File: src/rtl/occ_defines.svh
// Purpose: Constants for the oscillator control and reference clock output block
// Assumes: APB word addressing, 8-bit registers in the low byte
`ifndef OCC_DEFINES_SVH
`define OCC_DEFINES_SVH

// Register byte offsets
`define OCC_ADDR_LOCK_STATUS   12'h000
`define OCC_ADDR_FRC_POST      12'h004
`define OCC_ADDR_PLL_USB       12'h008
`define OCC_ADDR_FRC_TRIM      12'h00C
`define OCC_ADDR_REF_BASE      12'h010
`define OCC_ADDR_REF_STRIDE    12'h010
`define OCC_ADDR_REF_CTRL      12'h000
`define OCC_ADDR_REF_SRC       12'h004
`define OCC_ADDR_REF_DIV_LO    12'h008
`define OCC_ADDR_REF_DIV_HI    12'h00C
`define OCC_ADDR_MOD_DISABLE   12'h030

// Lock and status register bits
`define OCC_BIT_CLK_LOCK       7
`define OCC_BIT_PIN_LOCK       6
`define OCC_BIT_PLL_LOCK       5
`define OCC_BIT_CLK_FAIL       3
`define OCC_BIT_PRI_KEEP       2
`define OCC_BIT_SEC_FORCE      1

// PLL and USB register fields
`define OCC_BIT_PLL_FORCE      5
`define OCC_USB_MSB            7
`define OCC_USB_LSB            6

// Reference control register bits
`define OCC_BIT_REF_ON         7
`define OCC_BIT_REF_PIN        4
`define OCC_BIT_REF_SLEEP      3
`define OCC_BIT_REF_ACTIVE     0

// Reset values
`define OCC_RST_FRC_POST       3'h1
`define OCC_RST_USB            2'h0
`define OCC_RST_TRIM           6'h00
`define OCC_RST_SRC            4'h0
`define OCC_RST_DIV            15'h0000

// Field widths
`define OCC_W_SRC              4
`define OCC_W_DIV              15
`define OCC_N_REF              2

`endif

File: src/rtl/occ_pkg.sv
// Purpose: Types shared by the oscillator control block
// Assumes: Nothing beyond the defines header
// Notes:   Source codes follow the reference source field
package occ_pkg;

  // Reference base clock source codes
  typedef enum logic [3:0] {
    OCC_SRC_SYSTEM    = 4'h0,
    OCC_SRC_PERIPH    = 4'h1,
    OCC_SRC_PRIMARY   = 4'h2,
    OCC_SRC_FAST_RC   = 4'h3,
    OCC_SRC_LOW_PWR   = 4'h4,
    OCC_SRC_SECONDARY = 4'h5,
    OCC_SRC_PLL       = 4'h6
  } occ_src_type;

endpackage

File: src/rtl/occ_refclk_gen.sv
// Purpose: One reference clock output generator
// Assumes: Base clock arrives as a level sampled on the core clock
// Notes:   Start and stop only while the output is low
`timescale 1ns/1ps
`default_nettype none
`include "occ_defines.svh"

module occ_refclk_gen
  import occ_pkg::*;
(
  input  wire logic                   i_core_clk,
  input  wire logic                   i_rstn,
  input  wire logic                   i_mod_disable,
  input  wire logic                   i_enable,
  input  wire logic                   i_pin_en,
  input  wire logic                   i_sleep_stop,
  input  wire logic                   i_base,
  input  wire logic [`OCC_W_DIV-1:0]  i_div,
  output logic                        o_pin,
  output logic                        o_oe,
  output logic                        o_active
);

  logic                  en_s1_r;
  logic                  en_s2_r;
  logic                  base_d_r;
  logic                  run_r;
  logic                  out_r;
  logic [`OCC_W_DIV-1:0] cnt_r;
  logic                  want_run;
  logic                  base_rise;
  logic                  div_hit;
  logic                  run_nxt;
  logic                  out_nxt;
  logic [`OCC_W_DIV-1:0] cnt_nxt;

  // Run decision and divider stepping
  assign want_run  = en_s2_r & ~i_sleep_stop;
  assign base_rise = i_base & ~base_d_r;
  assign div_hit   = (cnt_r == i_div - `OCC_W_DIV'(1));
  assign run_nxt   = out_r ? run_r : want_run;
  assign cnt_nxt   = (!run_r || (base_rise && div_hit)) ? '0
                   : base_rise ? cnt_r + `OCC_W_DIV'(1) : cnt_r;
  assign out_nxt   = !run_r ? 1'b0
                   : (i_div == `OCC_RST_DIV) ? i_base
                   : (base_rise && div_hit) ? ~out_r : out_r;

  // Enable synchroniser and generator state, held in reset when disabled
  always_ff @(posedge i_core_clk or negedge i_rstn) begin
    if (!i_rstn) begin
      en_s1_r  <= 1'b0;
      en_s2_r  <= 1'b0;
      base_d_r <= 1'b0;
      run_r    <= 1'b0;
      out_r    <= 1'b0;
      cnt_r    <= '0;
      o_pin    <= 1'b0;
      o_oe     <= 1'b0;
      o_active <= 1'b0;
    end else if (i_mod_disable) begin
      en_s1_r  <= 1'b0;
      en_s2_r  <= 1'b0;
      base_d_r <= 1'b0;
      run_r    <= 1'b0;
      out_r    <= 1'b0;
      cnt_r    <= '0;
      o_pin    <= 1'b0;
      o_oe     <= 1'b0;
      o_active <= 1'b0;
    end else begin
      en_s1_r  <= i_enable;
      en_s2_r  <= en_s1_r;
      base_d_r <= i_base;
      run_r    <= run_nxt;
      out_r    <= out_nxt;
      cnt_r    <= cnt_nxt;
      o_pin    <= out_nxt & i_pin_en;
      o_oe     <= run_nxt & i_pin_en;
      o_active <= en_s2_r | run_nxt;
    end
  end

endmodule // occ_refclk_gen
`default_nettype wire

File: src/rtl/occ_osc_control.sv
// Purpose: Oscillator lock, status, postscaler and trim registers with
//          two reference clock output generators behind an APB slave
// Assumes: All clock and request inputs synchronous to i_core_clk
// Notes:   One wait-free access cycle; unmapped addresses answer pslverr
//
// Design decisions made here: the register addresses and register access over APB.
`timescale 1ns/1ps
`default_nettype none
`include "occ_defines.svh"

module occ_osc_control
  import occ_pkg::*;
(
  input  wire logic                 i_core_clk,
  input  wire logic                 i_rstn,
  input  wire logic                 i_por_rstn,
  // APB slave
  input  wire logic                 psel,
  input  wire logic                 penable,
  input  wire logic                 pwrite,
  input  wire logic [11:0]          paddr,
  input  wire logic [31:0]          pwdata,
  output logic                      pready,
  output logic [31:0]               prdata,
  output logic                      pslverr,
  // Device status and requests
  input  wire logic                 i_pin_lock_one_way,
  input  wire logic                 i_clock_fail_event,
  input  wire logic                 i_pll_locked,
  input  wire logic                 i_pll_timer_done,
  input  wire logic                 i_pll_is_sys_src,
  input  wire logic                 i_secondary_req,
  input  wire logic                 i_osc_other_req,
  input  wire logic                 i_sleep,
  input  wire logic                 i_switch_req,
  // Candidate base clocks, sampled levels
  input  wire logic                 i_sys_clk,
  input  wire logic                 i_periph_clk,
  input  wire logic                 i_primary_clk,
  input  wire logic                 i_fast_rc_clk,
  input  wire logic                 i_low_power_rc_clk,
  input  wire logic                 i_secondary_clk,
  input  wire logic                 i_pll_clk,
  // Oscillator controls
  output logic                      o_switch_grant,
  output logic                      o_pin_map_lock,
  output logic                      o_pll_run,
  output logic                      o_primary_osc_run,
  output logic                      o_secondary_osc_run,
  output logic                      o_fast_rc_run,
  output logic                      o_low_power_rc_run,
  output logic [2:0]                o_fast_rc_postscale_sel,
  output logic [1:0]                o_usb_clock_postscale_sel,
  output logic [5:0]                o_fast_rc_trim_value,
  // Reference clock pins
  output logic [`OCC_N_REF-1:0]     o_refclk_out,
  output logic [`OCC_N_REF-1:0]     o_refclk_oe
);

  ////////////////////////////////////////////////////////////////////////
  // Register state

  // Lock, status and selection fields
  logic                         clock_select_lock_r;
  logic                         pin_map_lock_r;
  logic                         clock_fail_flag_r;
  logic                         primary_osc_sleep_keep_r;
  logic                         secondary_osc_force_on_r;
  logic [2:0]                   fast_rc_postscale_sel_r;
  logic [1:0]                   usb_clock_postscale_sel_r;
  logic                         pll_force_on_r;
  logic [5:0]                   fast_rc_trim_value_r;
  // Reference channel fields
  logic [`OCC_N_REF-1:0]        refclk_module_disable_r;
  logic [`OCC_N_REF-1:0]        ref_on_r;
  logic [`OCC_N_REF-1:0]        ref_pin_r;
  logic [`OCC_N_REF-1:0]        refclk_run_in_sleep_r;
  logic [`OCC_W_SRC-1:0]        refclk_source_sel_r [`OCC_N_REF];
  logic [`OCC_W_DIV-1:0]        refclk_divider_r    [`OCC_N_REF];
  // Per-channel views and oscillator requests
  logic [`OCC_N_REF-1:0]        ref_active;
  logic [`OCC_N_REF-1:0]        ref_base;
  logic [`OCC_N_REF-1:0]        ref_sleep_stop;
  logic [`OCC_N_REF-1:0]        ref_uses_pll;
  logic [`OCC_N_REF-1:0]        ref_keep_pri;
  logic [`OCC_N_REF-1:0]        ref_keep_sec;
  logic [`OCC_N_REF-1:0]        ref_keep_frc;
  logic [`OCC_N_REF-1:0]        ref_keep_low_power_rc;
  logic [`OCC_N_REF-1:0]        ref_hit_ctrl;
  logic [`OCC_N_REF-1:0]        ref_hit_src;
  logic [`OCC_N_REF-1:0]        ref_hit_lo;
  logic [`OCC_N_REF-1:0]        ref_hit_hi;
  logic [7:0]                   ref_rd [`OCC_N_REF];

  ////////////////////////////////////////////////////////////////////////
  // APB decode

  // Bus strobes, hits and PLL view
  logic       setup_ph;
  logic       wr_fire;
  logic       hit_lock;
  logic       hit_post;
  logic       hit_pll;
  logic       hit_trim;
  logic       hit_mdis;
  logic       hit_any;
  logic [7:0] wd;
  logic [7:0] rd_nxt;
  logic       pll_running;
  logic       pll_lock_status;

  // Strobes and address hits
  assign setup_ph = psel & ~penable;
  assign wr_fire  = psel & penable & pready & pwrite;
  assign wd       = pwdata[7:0];
  assign hit_lock = (paddr == `OCC_ADDR_LOCK_STATUS);
  assign hit_post = (paddr == `OCC_ADDR_FRC_POST);
  assign hit_pll  = (paddr == `OCC_ADDR_PLL_USB);
  assign hit_trim = (paddr == `OCC_ADDR_FRC_TRIM);
  assign hit_mdis = (paddr == `OCC_ADDR_MOD_DISABLE);
  assign hit_any  = hit_lock | hit_post | hit_pll | hit_trim | hit_mdis
                  | (|ref_hit_ctrl) | (|ref_hit_src) | (|ref_hit_lo) | (|ref_hit_hi);

  // PLL demand and lock view
  assign pll_running = pll_force_on_r
                     | ((i_pll_is_sys_src | (|ref_uses_pll)) & ~i_sleep);
  assign pll_lock_status = pll_running & (i_pll_locked | i_pll_timer_done);

  ////////////////////////////////////////////////////////////////////////
  // Per-channel decode, base select and generator

  genvar g;
  generate
    for (g = 0; g < `OCC_N_REF; g++) begin : g_ref
      localparam logic [11:0] BASE = `OCC_ADDR_REF_BASE + 12'(g) * `OCC_ADDR_REF_STRIDE;
      occ_src_type src;

      assign src              = occ_src_type'(refclk_source_sel_r[g]);
      assign ref_hit_ctrl[g]  = (paddr == BASE + `OCC_ADDR_REF_CTRL);
      assign ref_hit_src[g]   = (paddr == BASE + `OCC_ADDR_REF_SRC);
      assign ref_hit_lo[g]    = (paddr == BASE + `OCC_ADDR_REF_DIV_LO);
      assign ref_hit_hi[g]    = (paddr == BASE + `OCC_ADDR_REF_DIV_HI);
      // Base clock mux; reserved codes give a quiet base
      assign ref_base[g] = (src == OCC_SRC_SYSTEM)    ? i_sys_clk
                         : (src == OCC_SRC_PERIPH)    ? i_periph_clk
                         : (src == OCC_SRC_PRIMARY)   ? i_primary_clk
                         : (src == OCC_SRC_FAST_RC)   ? i_fast_rc_clk
                         : (src == OCC_SRC_LOW_PWR)   ? i_low_power_rc_clk
                         : (src == OCC_SRC_SECONDARY) ? i_secondary_clk
                         : (src == OCC_SRC_PLL)       ? i_pll_clk
                         : 1'b0;
      // System and peripheral clocks always stop in sleep
      assign ref_sleep_stop[g] = i_sleep & (~refclk_run_in_sleep_r[g]
                               | src == OCC_SRC_SYSTEM | src == OCC_SRC_PERIPH);
      assign ref_uses_pll[g]   = ref_on_r[g] & ~refclk_module_disable_r[g]
                               & (src == OCC_SRC_PLL)
                               & (~i_sleep | refclk_run_in_sleep_r[g]);
      assign ref_keep_pri[g]   = ref_on_r[g] & (src == OCC_SRC_PRIMARY) & refclk_run_in_sleep_r[g];
      assign ref_keep_sec[g]   = ref_on_r[g] & (src == OCC_SRC_SECONDARY)
                               & (~i_sleep | refclk_run_in_sleep_r[g]);
      assign ref_keep_frc[g]   = ref_on_r[g] & (src == OCC_SRC_FAST_RC) & refclk_run_in_sleep_r[g];
      assign ref_keep_low_power_rc[g]  = ref_on_r[g] & (src == OCC_SRC_LOW_PWR) & refclk_run_in_sleep_r[g];
      assign ref_rd[g] = ref_hit_ctrl[g] ? {ref_on_r[g], 2'h0, ref_pin_r[g],
                                            refclk_run_in_sleep_r[g], 2'h0, ref_active[g]}
                       : ref_hit_src[g]  ? {4'h0, refclk_source_sel_r[g]}
                       : ref_hit_lo[g]   ? refclk_divider_r[g][7:0]
                       : ref_hit_hi[g]   ? {1'b0, refclk_divider_r[g][14:8]}
                       : 8'h00;

      // Channel registers; module disable holds them at reset values
      always_ff @(posedge i_core_clk or negedge i_rstn) begin
        if (!i_rstn) begin
          ref_on_r[g]              <= 1'b0;
          ref_pin_r[g]             <= 1'b0;
          refclk_run_in_sleep_r[g] <= 1'b0;
          refclk_source_sel_r[g]   <= `OCC_RST_SRC;
          refclk_divider_r[g]      <= `OCC_RST_DIV;
        end else if (refclk_module_disable_r[g]) begin
          ref_on_r[g]              <= 1'b0;
          ref_pin_r[g]             <= 1'b0;
          refclk_run_in_sleep_r[g] <= 1'b0;
          refclk_source_sel_r[g]   <= `OCC_RST_SRC;
          refclk_divider_r[g]      <= `OCC_RST_DIV;
        end else if (wr_fire) begin
          if (ref_hit_ctrl[g]) begin
            ref_on_r[g]              <= wd[`OCC_BIT_REF_ON];
            ref_pin_r[g]             <= wd[`OCC_BIT_REF_PIN];
            refclk_run_in_sleep_r[g] <= wd[`OCC_BIT_REF_SLEEP];
          end
          if (ref_hit_src[g]) begin
            refclk_source_sel_r[g] <= wd[`OCC_W_SRC-1:0];
          end
          if (ref_hit_lo[g]) begin
            refclk_divider_r[g][7:0] <= wd;
          end
          if (ref_hit_hi[g]) begin
            refclk_divider_r[g][14:8] <= wd[6:0];
          end
        end
      end

      // Generator for this output pin
      occ_refclk_gen u_gen (
        .i_core_clk    (i_core_clk),
        .i_rstn        (i_rstn),
        .i_mod_disable (refclk_module_disable_r[g]),
        .i_enable      (ref_on_r[g]),
        .i_pin_en      (ref_pin_r[g]),
        .i_sleep_stop  (ref_sleep_stop[g]),
        .i_base        (ref_base[g]),
        .i_div         (refclk_divider_r[g]),
        .o_pin         (o_refclk_out[g]),
        .o_oe          (o_refclk_oe[g]),
        .o_active      (ref_active[g])
      );
    end
  endgenerate

  ////////////////////////////////////////////////////////////////////////
  // Read data mux

  // Only the addressed channel gives a non-zero view
  logic [7:0] ref_rd_or;
  assign ref_rd_or = ref_rd[0] | ref_rd[1];
  assign rd_nxt = hit_lock ? {clock_select_lock_r, pin_map_lock_r, pll_lock_status,
                              1'b0, clock_fail_flag_r, primary_osc_sleep_keep_r,
                              secondary_osc_force_on_r, 1'b0}
                : hit_post ? {5'h00, fast_rc_postscale_sel_r}
                : hit_pll  ? {usb_clock_postscale_sel_r, pll_force_on_r, 5'h00}
                : hit_trim ? {2'h0, fast_rc_trim_value_r}
                : hit_mdis ? {6'h00, refclk_module_disable_r}
                : ref_rd_or;

  // APB answer: ready in the first access cycle
  always_ff @(posedge i_core_clk or negedge i_rstn) begin
    if (!i_rstn) begin
      pready  <= 1'b0;
      prdata  <= 32'h0000_0000;
      pslverr <= 1'b0;
    end else begin
      pready  <= setup_ph;
      prdata  <= (setup_ph && !pwrite) ? {24'h00_0000, rd_nxt} : 32'h0000_0000;
      pslverr <= setup_ph & ~hit_any;
    end
  end

  ////////////////////////////////////////////////////////////////////////
  // Lock and status register

  // Write strobe for this register
  logic lock_wr;
  assign lock_wr = wr_fire & hit_lock;

  // Lock, pin-map lock, fail flag and primary keep
  always_ff @(posedge i_core_clk or negedge i_rstn) begin
    if (!i_rstn) begin
      clock_select_lock_r      <= 1'b0;
      pin_map_lock_r           <= 1'b0;
      clock_fail_flag_r        <= 1'b0;
      primary_osc_sleep_keep_r <= 1'b0;
    end else begin
      if (lock_wr) begin
        clock_select_lock_r      <= wd[`OCC_BIT_CLK_LOCK];
        primary_osc_sleep_keep_r <= wd[`OCC_BIT_PRI_KEEP];
      end
      if (lock_wr && (wd[`OCC_BIT_PIN_LOCK] || !pin_map_lock_r || !i_pin_lock_one_way)) begin
        pin_map_lock_r <= wd[`OCC_BIT_PIN_LOCK];
      end
      if (i_clock_fail_event) begin
        clock_fail_flag_r <= 1'b1;
      end else if (lock_wr && !wd[`OCC_BIT_CLK_FAIL]) begin
        clock_fail_flag_r <= 1'b0;
      end
    end
  end

  // Secondary force survives all but power-on and brown-out reset
  always_ff @(posedge i_core_clk or negedge i_por_rstn) begin
    if (!i_por_rstn) begin
      secondary_osc_force_on_r <= 1'b0;
    end else if (lock_wr) begin
      secondary_osc_force_on_r <= wd[`OCC_BIT_SEC_FORCE];
    end
  end

  ////////////////////////////////////////////////////////////////////////
  // Postscaler, PLL, trim and module disable registers

  // Selection fields frozen while the clock-select lock is set
  always_ff @(posedge i_core_clk or negedge i_rstn) begin
    if (!i_rstn) begin
      fast_rc_postscale_sel_r   <= `OCC_RST_FRC_POST;
      usb_clock_postscale_sel_r <= `OCC_RST_USB;
      pll_force_on_r            <= 1'b0;
      fast_rc_trim_value_r      <= `OCC_RST_TRIM;
      refclk_module_disable_r   <= '0;
    end else begin
      if (wr_fire && hit_post && !clock_select_lock_r) begin
        fast_rc_postscale_sel_r <= wd[2:0];
      end
      if (wr_fire && hit_pll && !clock_select_lock_r) begin
        usb_clock_postscale_sel_r <= wd[`OCC_USB_MSB:`OCC_USB_LSB];
        pll_force_on_r            <= wd[`OCC_BIT_PLL_FORCE];
      end
      if (wr_fire && hit_trim) begin
        fast_rc_trim_value_r <= wd[5:0];
      end
      if (wr_fire && hit_mdis) begin
        refclk_module_disable_r <= wd[`OCC_N_REF-1:0];
      end
    end
  end

  ////////////////////////////////////////////////////////////////////////
  // Oscillator run controls

  // Registered requests to the oscillators and the switch grant
  always_ff @(posedge i_core_clk or negedge i_rstn) begin
    if (!i_rstn) begin
      o_switch_grant            <= 1'b0;
      o_pin_map_lock            <= 1'b0;
      o_pll_run                 <= 1'b0;
      o_primary_osc_run         <= 1'b0;
      o_secondary_osc_run       <= 1'b0;
      o_fast_rc_run             <= 1'b0;
      o_low_power_rc_run        <= 1'b0;
      o_fast_rc_postscale_sel   <= `OCC_RST_FRC_POST;
      o_usb_clock_postscale_sel <= `OCC_RST_USB;
      o_fast_rc_trim_value      <= `OCC_RST_TRIM;
    end else begin
      o_switch_grant      <= i_switch_req & ~clock_select_lock_r;
      o_pin_map_lock      <= pin_map_lock_r;
      o_pll_run           <= pll_running;
      o_primary_osc_run   <= ~i_sleep | primary_osc_sleep_keep_r
                           | (|ref_keep_pri) | i_osc_other_req;
      o_secondary_osc_run <= secondary_osc_force_on_r | i_secondary_req
                           | (|ref_keep_sec);
      o_fast_rc_run       <= ~i_sleep | (|ref_keep_frc) | i_osc_other_req;
      o_low_power_rc_run  <= ~i_sleep | (|ref_keep_low_power_rc) | i_osc_other_req;
      o_fast_rc_postscale_sel   <= fast_rc_postscale_sel_r;
      o_usb_clock_postscale_sel <= usb_clock_postscale_sel_r;
      o_fast_rc_trim_value      <= fast_rc_trim_value_r;
    end
  end

endmodule // occ_osc_control
`default_nettype wire

File: config.mk
export PLATFORM = sky130hd
export DESIGN_NAME = occ_osc_control
export DESIGN_NICKNAME = d
export VERILOG_FILES = /design/src/rtl/occ_pkg.sv /design/src/rtl/occ_refclk_gen.sv /design/src/rtl/occ_osc_control.sv
export VERILOG_INCLUDE_DIRS = /design/src /design/src/rtl
export SDC_FILE = /design/constraint.sdc
export NUM_CORES = 1
export LEC_CHECK = 0
export BUFFER_PORTS_ARGS = -buffer_cell sky130_fd_sc_hd__buf_2
export CORE_UTILIZATION = 45
export CTS_CLUSTER_SIZE = 30
export DETAILED_ROUTE_END_ITERATION = 16
export MAX_ROUTING_LAYER = met4
export PLACE_DENSITY_LB_ADDON = 0.15
export RECOVER_POWER = 25
export SYNTH_ARGS = -nofsm -noshare
export SYNTH_HDL_FRONTEND = slang
export SYNTH_SLANG_ARGS = --single-unit
File: constraint.sdc
create_clock -name i_core_clk -period 5.8 [get_ports i_core_clk]
set_input_delay 0.87 -clock i_core_clk [delete_from_list [all_inputs] [get_ports i_core_clk]]
set_output_delay 0.87 -clock i_core_clk [all_outputs]
set_load 0.005 [all_outputs]
==> flow_summary.ini <==
[outcome]
status = finished clean

[routing]
antenna_left = 0
vias = 6668
wl_per_cell_um = 18.9
drt_iter0_markers = 637
drc_errors = 0
dr.pass1.iters = 7
vias_per_cell = 5.74
postRouteWirelength_mm = 22.0

[yosys]
ys_ff_latch = 137
post_synth_inst_count = 882
synthAdderAreaFrac = 0.00640
synthMuxAreaShare = 0.0659
ys_types = 69
synth.avg_cell_area_um2 = 8.87
synth-seq-area-share = 0.439
synth_top_family_by_area = simple AND/OR/NAND/NOR gates
syn_area_mm2 = 0.00782
synth_flop_cell = dfrtp_1
yosysWarnings = 0
synth-simple-area-share = 0.248
async_reset_ff_frac = 1.00
synthXorXnorAreaFrac = 0.0616
synth_edf_count = 0
synth_compound_area_frac = 0.122

[power]
p_per_area_mw_per_mm2 = 245
cell_internal_pwr_w = 0.00157
leakagePower_nw = 3.83
combinationalPowerShare = 0.040
ir_drop_v = 0.000212
p_switching_w = 0.000591
seqPwrFrac = 0.444
power_w = 0.00216
p_clk_frac = 0.516
p_sw_frac = 0.274

[floorplan]
die-area_mm2 = 0.0179
ioPinCount = 122
die_w_um = 134
start_util = 0.467
coreArea_mm2 = 0.0168
die_y_um = 134
rows = 47

[clock_network]
cts_buffers = 17
cts_root_buf = clkbuf_16
path_clk_slew_ps = 80
cts_hold_buf = 0
htree_levels = 4
cts_resized = 0
clk_path_buf_depth = 2
cts_setup_buffers = 0
cts_sinks = 137
cts_tree = yes
insertion_delay_ps = 450

[grt]
antenna_found_initial = 0
grt_pass1_wl_mm = 35.2
first_global_vias = 6163
grtUsageTotal = 0.266
grt-ovfl-total = 0
grt_max_degree = 91

[placement]
hpwl_mm = 15.4
port_buffers = 73
gp_congestion = 0.923

[sta]
max_slew_margin = 0.0752
tightest_slew_ps = 1390
drv_slew = 0
tns_ps = 0
rsz0062_at_grt = false
hold_viol = 0
finalCritPeriodShare = 0.612
min_period_ps = 3550
fmax_mhz = 282
setup_viol = 0
fin_skew_ps = 16.3

[final_layout]
multi_input_area_mm2 = 0.00403
area_delta_synth_final_pct = 12.6
regArea_mm2 = 0.00343
nets = 999
drive_gt1_frac = 0.156
fillCellCount = 1592
diodes = 0

[setup_path]
cp_max_fo = 10
slowest_delay_ps = 610
crit_chain = inv_1, ha_1, or4b_1, or4_1, a21oi_1, a311oi_1, a31oi_1, nand4bb_1, nand2_1, nor2_1
start_kind = register
cp-end-kind = register
critPathArrivalTime_ps = 3860
cp_data_required_time_ps = 6110
path_class = register to register
cp_slowest_cell = or4b_1

[flow_run]
cap_viol_max_count = 0

[hold_path]
worstHoldPathType = input port to asynchronous set/reset pin
==> logic make-up after synthesis <==
| group | after synthesis |
|---|---|
| compound gates | 153 |
| xor+xnor | 55 |
| fa+ha+maj | 4 |
| buf+inv | 86 |
| flops | 137 |
| mux | 47 |
| other cells | 1 |
| simple gates | 399 |
==> power groups by stage <==
stage	Sequential (W)	Clock [W]	Combinational (W)
4_1_cts	0.000959	0.00113	0.0000866
6_report	0.000959	0.00111	0.0000853
5_1_grt	0.000959	0.00117	0.0000960
2_1_floorplan	0.000978	0	0.0000427
3_3_place_gp	0.000978	0	0.0000857
3_5_place_dp	0.000978	0	0.0000863
==> final cells by class <==
| class | instances | share of cell area |
|---|---|---|
| tap | 220 | 0.0312 |
| sequential | 137 | 0.389 |
| multi-input combinational | 682 | 0.458 |
| timing repair buffer | 78 | 0.0454 |
| clock inverter | 15 | 0.0226 |
| inverter | 13 | 0.00554 |
| clock buffer | 17 | 0.0483 |
==> path summary, 6_finish.rpt <==
kind	to	slack, ps	startpoint	depth (start not counted)
hold / removal	secondary_osc_force_on_r	180	i_por_rstn	1
max in group asynchronous	pready	4170	i_rstn	2
setup / recovery	g_ref[0].u_gen.cnt_r[10]	2250	refclk_divider_r[15]	10
min in group i_core_clk	o_usb_clock_postscale_sel[1]	420	usb_clock_postscale_sel_r[1]	0
setup reg to reg	g_ref[0].u_gen.cnt_r[10]	2250	refclk_divider_r[15]	10
hold reg to reg	o_usb_clock_postscale_sel[1]	420	usb_clock_postscale_sel_r[1]	0
==> sequential cells by signal (all words and copies together) (netlist names), 3 cells and up <==
| register | count |
|---|---|
| prdata | 8 |
| o_fast_rc_trim_value | 6 |
| fast_rc_postscale_sel_r | 3 |
| o_fast_rc_postscale_sel | 3 |
| refclk_divider_r | 30 |
| g_ref.u_gen.cnt_r | 30 |
| fast_rc_trim_value_r | 6 |
| g_ref.src | 8 |
==> routing by layer <==
metal  share of wire  global-route usage  up-vias
met5               0                   -        -
met4           0.015              0.0726        0
met3           0.041              0.0510       28
met2            0.48               0.409      174
met1            0.46               0.359     3304
li1                -                   -     3162
==> placed cells by master (no fill, tap or decap), types with 4 or more instances in the layout <==
cell	instances
nor4b_1	4
nand2_1	128
or4_1	6
a32oi_1	4
a222oi_1	4
o21ai_0	28
mux2i_1	23
xor2_1	27
ha_1	4
buf_2	71
nand3_1	35
nand4_1	20
a21oi_1	63
or3_1	8
inv_1	13
nand3b_1	5
nor2b_1	17
clkbuf_16	17
conb_1	24
xnor2_1	28
nor3_1	26
nor4_1	14
a31oi_1	5
clkinv_8	8
o22ai_1	4
mux2_2	22
o31ai_1	4
nand2b_1	11
dfrtp_1	135
and3_1	6
nor2_1	90
and2_1	6
or2_2	10
a22oi_1	10
==> stage by stage <==
| stage | utilization | hold slack, ps | cells | cell area, um^2 | setup WS, ps |
|---|---|---|---|---|---|
| floorplan | - | 359 | 905 | 7910 | 2900 |
| global route | 0.526 | 170 | 1162 | 8810 | 1990 |
| global placement | 0.489 | 384 | 1130 | 8200 | 2320 |
| finish | 0.526 | 180 | 1162 | 8810 | 2250 |
| CTS | 0.526 | 165 | 1162 | 8820 | 2240 |
| detailed placement | 0.489 | 381 | 1130 | 8200 | 2290 |
==> worst max-delay path, delay by kind of cell, from the launching register on <==
family	cells	cell delay [ps]
buffers and inverters	1	90
AOI/OAI and AO/OA	3	430
and+or+nand+nor	5	2190
DFF	1	480
adders and majority gates	1	230
==> cell usage after synthesis, types with 10 or more instances <==
cell      instances  area share
dfrtp_1         135        0.43
nand3_1          35       0.022
nand4_1          20       0.016
xnor2_1          28       0.031
nor2b_1          17       0.014
nand2_1         128       0.061
o21ai_0          28       0.018
clkbuf_1         34       0.016
nor2_1           90       0.043
xor2_1           27       0.030
a22oi_1          10      0.0096
mux2_2           22       0.032
or2_2            10      0.0080
nor3_1           26       0.017
nor4_1           14       0.011
a21oi_1          63       0.040
buf_4            28       0.027
inv_1            13      0.0062
mux2i_1          23       0.029
nand2b_1         11      0.0088
Power figures use the tool's default switching activity.
